### src/crs_pkg.sv
// package of constants and types for the cpu core register set
package crs_pkg;
    // condition code bit positions
    localparam int CC_CARRY = 0;
    localparam int CC_ZERO = 1;
    localparam int CC_NEG = 2;
    localparam int CC_PRIO_LO = 3;
    localparam int CC_HALF = 4;
    localparam int CC_PRIO_HI = 5;
    localparam int RESULT_MSB = 7;
    localparam int HALF_BIT = 4;
    // reset values
    localparam logic [7:0] CC_RESET = 8'hE8;
    localparam logic [7:0] CC_ONES_MASK = 8'hC0;
    localparam logic [15:0] SP_RESET = 16'h01FF;
    localparam logic [7:0] SP_HIGH_FIXED = 8'h01;
    localparam logic [7:0] BYTE_ZERO = 8'h00;
    localparam logic [15:0] PC_RESET = 16'h0000;
    // priority field codes {hi,lo}
    localparam logic [1:0] PRIO_LEVEL0 = 2'h2;
    localparam logic [1:0] PRIO_LEVEL1 = 2'h1;
    localparam logic [1:0] PRIO_LEVEL2 = 2'h0;
    localparam logic [1:0] PRIO_LEVEL3 = 2'h3;

    // alu operation classes issued by the decoder
    typedef enum logic [2:0] {
        CRS_OP_NONE,
        CRS_OP_ADD,
        CRS_OP_ADC,
        CRS_OP_SUB,
        CRS_OP_LOGIC,
        CRS_OP_SHIFT,
        CRS_OP_BTJ
    } crs_op_t;

    // branch conditions
    typedef enum logic [3:0] {
        CRS_BR_HALF,
        CRS_BR_NO_HALF,
        CRS_BR_MINUS,
        CRS_BR_PLUS,
        CRS_BR_EQUAL,
        CRS_BR_NOT_EQUAL,
        CRS_BR_CARRY,
        CRS_BR_NO_CARRY,
        CRS_BR_ALWAYS
    } crs_br_t;

    // register select for the writeback port
    typedef enum logic [1:0] {
        CRS_SEL_ACC,
        CRS_SEL_INDEX,
        CRS_SEL_STACK_LOW
    } crs_sel_t;
endpackage
### src/crs_alu_if.sv
// interface carrying alu operands and flag results between alu and register set
`timescale 1ns/1ps
`default_nettype none
interface crs_alu_if;
    import crs_pkg::*;
    crs_op_t op;
    logic [7:0] opa;
    logic [7:0] opb;
    logic carry_in;
    logic [7:0] result;
    logic half_out;
    logic carry_out;
    modport alu (input op, opa, opb, carry_in, output result, half_out, carry_out);
    modport core (output op, opa, opb, carry_in, input result, half_out, carry_out);
endinterface
`default_nettype wire

### src/crs_alu.sv
// arithmetic unit producing result, half carry and carry for the register set
`timescale 1ns/1ps
`default_nettype none
module crs_alu
    import crs_pkg::*;
(
    crs_alu_if.alu bus
);
    logic [8:0] sum;
    logic [4:0] low_sum;

    // add path with nibble sum so the bit 3 to 4 carry is visible
    always_comb begin
        low_sum = 5'h00;
        sum = 9'h000;
        bus.result = bus.opa;
        bus.half_out = 1'b0;
        bus.carry_out = 1'b0;
        unique case (bus.op)
            CRS_OP_ADD, CRS_OP_ADC: begin
                low_sum = {1'b0, bus.opa[3:0]} + {1'b0, bus.opb[3:0]}
                    + {4'h0, bus.carry_in & (bus.op == CRS_OP_ADC)};
                sum = {1'b0, bus.opa} + {1'b0, bus.opb} + {8'h00, bus.carry_in & (bus.op == CRS_OP_ADC)};
                bus.result = sum[7:0];
                bus.half_out = low_sum[HALF_BIT]; // [RULE8]
                bus.carry_out = sum[8]; // [RULE13]
            end
            CRS_OP_SUB: begin
                sum = {1'b0, bus.opa} - {1'b0, bus.opb};
                bus.result = sum[7:0];
                bus.carry_out = sum[8]; // borrow [RULE13]
            end
            CRS_OP_LOGIC: begin
                bus.result = bus.opb;
            end
            CRS_OP_SHIFT: begin
                // rotate opa left through carry; the alu does the shift itself and opb is unused
                bus.result = {bus.opa[6:0], bus.carry_in};
                bus.carry_out = bus.opa[RESULT_MSB]; // [RULE13]
            end
            CRS_OP_BTJ: begin
                // tested bit arrives in opb bit 0
                bus.carry_out = bus.opb[0]; // [RULE13]
            end
            CRS_OP_NONE: begin
                bus.result = bus.opa;
            end
        endcase
    end
endmodule
`default_nettype wire

### src/crs_core_regs.sv
// cpu core register set: accumulator, index pair, program counter, stack pointer, flags
// ==========================================================
// Overview of operation
// [RULE1] six internal registers, no address; reached only through decoder controls
// [RULE2] accumulator is eight bits, feeds and receives alu operations
// [RULE3] two eight-bit index registers for addressing or temporary data
// [RULE4] prefix opcode redirects next instruction from first to second index
// [RULE5] interrupt context save and restore never touches second index
// [RULE6] sixteen-bit program counter held as separate low and high bytes
// [RULE7] eight-bit flag register with priority field and four flags; push/pop
// [RULE8] half carry set on carry from bit 3 to 4 during add and adc
// [RULE9] branch on half carry set or clear
// [RULE10] negative flag copies result bit seven
// [RULE11] zero flag set when result is zero, else cleared
// [RULE12] branches test negative for minus/plus, zero for equal/not equal
// [RULE13] carry records overflow/borrow; also set by bit test, shift, rotate
// [RULE14] set and clear carry instructions; branch on carry set or clear
// [RULE15] bits 5,3 priority: 10 level0, 01 level1, 00 level2, 11 level3
// [RULE16] interrupt entry loads priority field from software priority registers
// [RULE17] mask, unmask, return, halt, wait and pop also change priority field
// [RULE18] sixteen-bit stack pointer resets to 01FF
// [RULE19] flag bits 7 and 6 unused and read as ones
// [RULE20] flags not affected by an instruction keep their value
`timescale 1ns/1ps
`default_nettype none
module crs_core_regs
    import crs_pkg::*;
(
    // clock and reset
    input wire logic i_clk,
    input wire logic i_srst,
    // decoder: prefix and writeback
    input wire logic i_prefix_op,
    input wire logic i_instr_done,
    input wire logic i_wr_en,
    input wire crs_sel_t i_wr_sel,
    input wire logic [7:0] i_wr_data,
    // decoder: alu
    input wire crs_op_t i_alu_op,
    input wire logic [7:0] i_alu_operand,
    input wire logic i_alu_to_acc,
    // decoder: flag instructions
    input wire logic i_set_carry_op,
    input wire logic i_clear_carry_op,
    input wire logic i_mask_interrupts_op,
    input wire logic i_unmask_interrupts_op,
    input wire logic i_halt_op,
    input wire logic i_wait_for_int_op,
    input wire logic i_flag_pop,
    input wire logic i_interrupt_return_op,
    input wire logic [7:0] i_flag_pop_data,
    // program counter control
    input wire logic i_pc_load,
    input wire logic [15:0] i_pc_value,
    input wire logic i_pc_inc,
    // stack pointer control
    input wire logic i_sp_dec,
    input wire logic i_sp_inc,
    input wire logic i_sp_reset_op,
    // interrupt controller
    input wire logic i_int_entry,
    input wire logic [1:0] i_software_priority_regs,
    // branch unit
    input wire crs_br_t i_br_cond,
    output logic o_branch_taken,
    // register contents
    output logic [7:0] o_accumulator,
    output logic [7:0] o_index_first,
    output logic [7:0] o_index_second,
    output logic [7:0] o_index_sel,
    output logic [7:0] o_counter_low_byte,
    output logic [7:0] o_counter_high_byte,
    output logic [15:0] o_stack_pointer,
    output logic [7:0] o_flag_register,
    output logic [1:0] o_priority_level
);
    // ==========================================================
    // storage
    logic [7:0] acc_r;
    logic [7:0] idx_first_r;
    logic [7:0] idx_second_r;
    logic [7:0] pc_low_r;
    logic [7:0] pc_high_r;
    logic [7:0] sp_low_r;
    logic [7:0] flag_r;
    logic use_second_r;
    logic [7:0] flag_nxt;
    logic [15:0] pc_plus;

    crs_alu_if alu_bus ();

    // ==========================================================
    // alu hookup
    assign alu_bus.op = i_alu_op;
    assign alu_bus.opa = acc_r; // [RULE2]
    assign alu_bus.opb = i_alu_operand;
    assign alu_bus.carry_in = flag_r[CC_CARRY];

    crs_alu u_alu (
        .bus(alu_bus)
    );

    // ==========================================================
    // prefix latch: holds for exactly the next instruction
    always_ff @(posedge i_clk) begin
        if (i_srst) begin
            use_second_r <= 1'b0;
        end else if (i_prefix_op) begin
            use_second_r <= 1'b1; // [RULE4]
        end else if (i_instr_done) begin
            use_second_r <= 1'b0;
        end
    end

    // ==========================================================
    // accumulator: decoder writes or alu results
    always_ff @(posedge i_clk) begin
        if (i_srst) begin
            acc_r <= BYTE_ZERO;
        end else if (i_alu_to_acc && i_alu_op != CRS_OP_BTJ) begin
            acc_r <= alu_bus.result; // [RULE2]
        end else if (i_wr_en && i_wr_sel == CRS_SEL_ACC) begin
            acc_r <= i_wr_data;
        end
    end

    // index registers; interrupt context logic has no path to the second one
    always_ff @(posedge i_clk) begin
        if (i_srst) begin
            idx_first_r <= BYTE_ZERO;
            idx_second_r <= BYTE_ZERO;
        end else if (i_wr_en && i_wr_sel == CRS_SEL_INDEX) begin
            if (use_second_r) begin
                idx_second_r <= i_wr_data; // [RULE3] [RULE4] [RULE5]
            end else begin
                idx_first_r <= i_wr_data; // [RULE3]
            end
        end
    end

    // ==========================================================
    // program counter as two bytes
    assign pc_plus = {pc_high_r, pc_low_r} + 16'h0001;

    always_ff @(posedge i_clk) begin
        if (i_srst) begin
            pc_low_r <= PC_RESET[7:0];
            pc_high_r <= PC_RESET[15:8];
        end else if (i_pc_load) begin
            pc_low_r <= i_pc_value[7:0]; // [RULE6]
            pc_high_r <= i_pc_value[15:8];
        end else if (i_pc_inc) begin
            pc_low_r <= pc_plus[7:0]; // [RULE6]
            pc_high_r <= pc_plus[15:8];
        end
    end

    // ==========================================================
    // stack pointer: high byte fixed, low byte wraps silently
    always_ff @(posedge i_clk) begin
        if (i_srst || i_sp_reset_op) begin
            sp_low_r <= SP_RESET[7:0]; // [RULE18]
        end else if (i_wr_en && i_wr_sel == CRS_SEL_STACK_LOW) begin
            sp_low_r <= i_wr_data;
        end else if (i_sp_dec) begin
            sp_low_r <= sp_low_r - 8'h01;
        end else if (i_sp_inc) begin
            sp_low_r <= sp_low_r + 8'h01;
        end
    end

    // ==========================================================
    // flag register next value; untouched flags keep their value
    always_comb begin
        flag_nxt = flag_r; // [RULE20]
        unique case (i_alu_op)
            CRS_OP_ADD, CRS_OP_ADC: begin
                flag_nxt[CC_HALF] = alu_bus.half_out; // [RULE8]
                flag_nxt[CC_NEG] = alu_bus.result[RESULT_MSB]; // [RULE10]
                flag_nxt[CC_ZERO] = (alu_bus.result == BYTE_ZERO); // [RULE11]
                flag_nxt[CC_CARRY] = alu_bus.carry_out; // [RULE13]
            end
            CRS_OP_SUB, CRS_OP_SHIFT: begin
                flag_nxt[CC_NEG] = alu_bus.result[RESULT_MSB]; // [RULE10]
                flag_nxt[CC_ZERO] = (alu_bus.result == BYTE_ZERO); // [RULE11]
                flag_nxt[CC_CARRY] = alu_bus.carry_out; // [RULE13]
            end
            CRS_OP_LOGIC: begin
                flag_nxt[CC_NEG] = alu_bus.result[RESULT_MSB]; // [RULE10]
                flag_nxt[CC_ZERO] = (alu_bus.result == BYTE_ZERO); // [RULE11]
            end
            CRS_OP_BTJ: begin
                flag_nxt[CC_CARRY] = alu_bus.carry_out; // [RULE13]
            end
            CRS_OP_NONE: begin
                flag_nxt = flag_r;
            end
        endcase
        if (i_set_carry_op) begin
            flag_nxt[CC_CARRY] = 1'b1; // [RULE14]
        end
        if (i_clear_carry_op) begin
            flag_nxt[CC_CARRY] = 1'b0; // [RULE14]
        end
        // priority field: software instructions
        if (i_mask_interrupts_op) begin
            {flag_nxt[CC_PRIO_HI], flag_nxt[CC_PRIO_LO]} = PRIO_LEVEL3; // [RULE17]
        end
        if (i_unmask_interrupts_op || i_halt_op || i_wait_for_int_op) begin
            {flag_nxt[CC_PRIO_HI], flag_nxt[CC_PRIO_LO]} = PRIO_LEVEL0; // [RULE17]
        end
        // whole-register restore from stack; return is a pop of the flags too
        if (i_flag_pop || i_interrupt_return_op) begin
            flag_nxt = i_flag_pop_data; // [RULE7] [RULE17]
        end
        // hardware interrupt entry wins over any same-cycle instruction effect on the priority field
        if (i_int_entry) begin
            {flag_nxt[CC_PRIO_HI], flag_nxt[CC_PRIO_LO]} = i_software_priority_regs; // [RULE16]
        end
        flag_nxt = flag_nxt | CC_ONES_MASK; // [RULE19]
    end

    always_ff @(posedge i_clk) begin
        if (i_srst) begin
            flag_r <= CC_RESET; // [RULE15] level 3 after reset
        end else begin
            flag_r <= flag_nxt; // [RULE7]
        end
    end

    // ==========================================================
    // branch evaluation, combinational for the sequencer
    always_comb begin
        unique case (i_br_cond)
            CRS_BR_HALF: o_branch_taken = flag_r[CC_HALF]; // [RULE9]
            CRS_BR_NO_HALF: o_branch_taken = ~flag_r[CC_HALF]; // [RULE9]
            CRS_BR_MINUS: o_branch_taken = flag_r[CC_NEG]; // [RULE12]
            CRS_BR_PLUS: o_branch_taken = ~flag_r[CC_NEG]; // [RULE12]
            CRS_BR_EQUAL: o_branch_taken = flag_r[CC_ZERO]; // [RULE12]
            CRS_BR_NOT_EQUAL: o_branch_taken = ~flag_r[CC_ZERO]; // [RULE12]
            CRS_BR_CARRY: o_branch_taken = flag_r[CC_CARRY]; // [RULE14]
            CRS_BR_NO_CARRY: o_branch_taken = ~flag_r[CC_CARRY]; // [RULE14]
            CRS_BR_ALWAYS: o_branch_taken = 1'b1;
            default: o_branch_taken = 1'b0; // unused enum codes
        endcase
    end

    // ==========================================================
    // register views for the datapath; no address map exists
    assign o_accumulator = acc_r; // [RULE1]
    assign o_index_first = idx_first_r;
    assign o_index_second = idx_second_r;
    assign o_index_sel = use_second_r ? idx_second_r : idx_first_r; // [RULE4]
    assign o_counter_low_byte = pc_low_r;
    assign o_counter_high_byte = pc_high_r;
    assign o_stack_pointer = {SP_HIGH_FIXED, sp_low_r}; // [RULE18]
    assign o_flag_register = flag_r;
    assign o_priority_level = {flag_r[CC_PRIO_HI], flag_r[CC_PRIO_LO]}; // [RULE15]
endmodule
`default_nettype wire

### config.mk
export PLATFORM = sky130hd
export DESIGN_NAME = crs_core_regs
export DESIGN_NICKNAME = d
export VERILOG_FILES = /design/src/crs_pkg.sv /design/src/crs_alu_if.sv /design/src/crs_alu.sv /design/src/crs_core_regs.sv
export SDC_FILE = /design/constraint.sdc
export NUM_CORES = 1
export LEC_CHECK = 0
export ABC_AREA = 1
export BUFFER_PORTS_ARGS = -buffer_cell sky130_fd_sc_hd__buf_2
export CAP_MARGIN = 15
export CORE_MARGIN = 5
export CORE_UTILIZATION = 55
export DETAILED_ROUTE_END_ITERATION = 16
export PLACE_DENSITY = 0.93
export SYNTH_ARGS = -nofsm -noshare
export SYNTH_HDL_FRONTEND = slang
export SYNTH_SLANG_ARGS = --single-unit
export TNS_END_PERCENT = 10
### constraint.sdc
create_clock -name i_clk -period 3.25 [get_ports i_clk]
set_clock_uncertainty 0.1 [all_clocks]
set_input_delay 0.1625 -clock i_clk [delete_from_list [all_inputs] [get_ports i_clk]]
set_output_delay 0.1625 -clock i_clk [all_outputs]
set_load 0.01 [all_outputs]
==> metrics <==
synth warn 0; synth unique cells 37; Final Cycle Share 78.0%; placed cell areas 4800 um2; Vias 4707; relative slew slack between 40% and 50%; Critical Path RT 3.39 ns; Hold WC Path Type in2reg; max-cap viol count 0; die height 96.9 um; VDD IR-drop max 238 uV; effective utilization at floorplan 57.0%; Core Box Area roughly 7300 um2; total negative slack 0 ns; Sink Count 55; vias in the first global route 4486; DR WL/cell about 14 um; Power Density 356 nW/um2; Die W 96.9 um; total power 1.75 mW; Reg2Reg Setup Slack 0.71 ns; Pre-Repair DR Iteration Count 5; RSZ-0062 raised after global routing false; Inserted Clock Buffers 5; number of setup violations in the final report 0; CP Launch Type register; CP Capture Type register; Avg Inst Size Synth 6.33 um2; DP HPWL just under 10000 um; Die Area 9390 um2; sequential fraction of the synthesis area 26.5%; Setup CP Type reg2reg; first-pass GRT wire length 20400 um; clock-pin slew on the worst setup and hold paths 0.11 ns; synthesized area 4160 um2; drt total wl 12400 um; Leak Pwr between 2 and 3 nW; worst skew pair latency between 0.3 and 0.4 ns; initial antenna violation count 0; post-route minimum period roughly 2.5 ns; number of remaining DRC errors 0; f_max 394 MHz; Synth Register Bits 55; ANT nets after route 0; Area Growth Syn to Fin 18.2%; CTS tree yes; gp weighted congestion just over 0.9; Vias/cell about 5.4; grt ovf 0; # IOs around 150; CTS-repair resized insts 0; hold buffer count at CTS 1; worst path arrival time between 2 and 3 ns; fin area 4910 um2; largest net degree at the start of global routing 31; fin nets between 800 and 900; max-slew violations 0; Total Routing Usage GR 25.3%; Gate Count Post-Synth 656; Worst-Margin Slew 0.805 ns; IO Port Bufs 133; fraction of layout cells with a size suffix above 1 19.9%; hold violation count in the final report 0; clock root cell clkbuf_8; antenna cell count 0; drt first-iter violations 209; status finished, final reports clean; Post-CTS Setup Inserts 0; Max Buffers Root-to-Sink 2; H-tree levels 2; Hold WS roughly 0.017 ns; worst-path fanout max 3; Core Rows 31
-- path summary, 6_finish.rpt --
path         cells past startpoint          startpoint                     end
max                             15  o_flag_register[0]      o_flag_register[1]
min                              3       i_pc_value[9]  o_counter_high_byte[1]
max reg2reg                     15  o_flag_register[0]      o_flag_register[1]
min reg2reg                      2   o_index_second[7]       o_index_second[7]
-- cells in the mapped netlist --
library cell | count | area (um2)
nor3_1 | 6 | 30.0
nor4_1 | 2 | 12.5
a311oi_1 | 1 | 8.76
o22ai_1 | 3 | 18.8
nor3_2 | 1 | 10.0
clkbuf_1 | 8 | 30.0
a211oi_1 | 2 | 15.0
o21ai_0 | 49 | 245
fa_1 | 4 | 80.1
conb_1 | 2 | 7.51
o21bai_1 | 2 | 15.0
inv_1 | 92 | 345
o21ai_1 | 1 | 5.00
or2_2 | 1 | 6.26
a21oi_1 | 40 | 200
nand2_4 | 1 | 11.3
o211ai_1 | 5 | 37.5
nand3_1 | 49 | 245
buf_6 | 2 | 22.5
a22oi_1 | 1 | 7.51
inv_2 | 6 | 22.5
ha_1 | 22 | 275
nor2_1 | 68 | 255
a31oi_1 | 7 | 43.8
o32ai_1 | 2 | 17.5
nand4_1 | 12 | 75.1
a21oi_4 | 1 | 16.3
o221ai_1 | 7 | 61.3
dfxtp_1 | 55 | 1100
xor2_1 | 12 | 105
nand2_2 | 4 | 25.0
buf_4 | 13 | 97.6
nand3b_1 | 1 | 7.51
nand2_1 | 161 | 604
buf_1 | 1 | 3.75
buf_2 | 4 | 20.0
xnor2_1 | 8 | 70.1
-- cells by family after synthesis --
group | count (synthesis) | synth area share (%)
buffers and inverters | 126 | 13.0
DFF | 55 | 26.5
xor gates and xnor gates | 20 | 4.22
adders and majority gates | 26 | 8.55
AOI/OAI and AO/OA | 121 | 16.7
other | 2 | 0.181
and+or+nand+nor | 306 | 30.9
-- worst max-delay path: stages, from the launching register on --
cell	delay [ns]
dfxtp_1	0.34
inv_1	0.15
nor3_1	0.09
fa_1	0.41
fa_1	0.39
nand2_1	0.11
nand2_1	0.09
nand2_1	0.08
nand2_1	0.05
nand3_1	0.08
nand3b_1	0.07
nor2_1	0.13
nand2_1	0.07
nor2_1	0.10
nand2_1	0.07
a21oi_1	0.13
-- per-stage QoR --
step	setup slack [ns]	std cells	utilization [%]
4_1_cts	0.723	877	67.4
5_1_grt	0.524	877	67.4
3_5_place_dp	0.693	868	65.8
6_report	0.715	877	67.4
3_3_place_gp	0.742	868	65.8
2_1_floorplan	1.04	664	-
-- power by group --
part	switching [mW]	total [mW]	internal (mW)
Sequential	0.0502	0.767	0.717
Clock	0.243	0.423	0.180
Combinational	0.348	0.560	0.212
Total	0.641	1.75	1.11
-- routing by layer --
layer	vias up	wire length [um]	GRT usage, %	part of all wire (%)
met5	-	0	0	0
met4	0	297	8.21	2.4
met3	28	918	4.46	7.4
met2	190	6200	45.6	50
met1	2142	4980	30.1	40
li1	2347	-	-	-
-- sequential cells by signal (all words and copies together), names as in the netlist --
register and cells:
o_index_first 8, use_second_r 1, o_index_second 8, o_accumulator 8, sp_low_r 8, o_counter_high_byte 8, o_flag_register 6, o_counter_low_byte 8
-- cell type report --
type	count	area (um2)
Multi-Input combinational cell	483	2540
Fill cell	680	2380
Sequential cell	55	1100
Timing Repair Buffer	134	676
Inverter	98	368
Tap cell	99	124
Clock buffer	6	82.6
Clock inverter	2	20.0
-- cells in the final DEF (no fill, tap or decap), types with 2 or more instances in the layout --
cell	n
a211oi_1	2
nand3_1	49
nor2_1	68
ha_1	22
conb_1	10
xnor2_1	8
clkbuf_8	6
nor4_1	2
o211ai_1	5
buf_2	133
o32ai_1	2
inv_2	6
xor2_1	12
nand2_1	161
inv_1	92
a21oi_1	40
nand2_2	4
o22ai_1	3
fa_1	4
dfxtp_1	55
nor3_1	6
o21bai_1	2
o21ai_0	49
nand4_1	12
o221ai_1	7
a31oi_1	7
No activity file was read; power rests on OpenSTA's default activity.
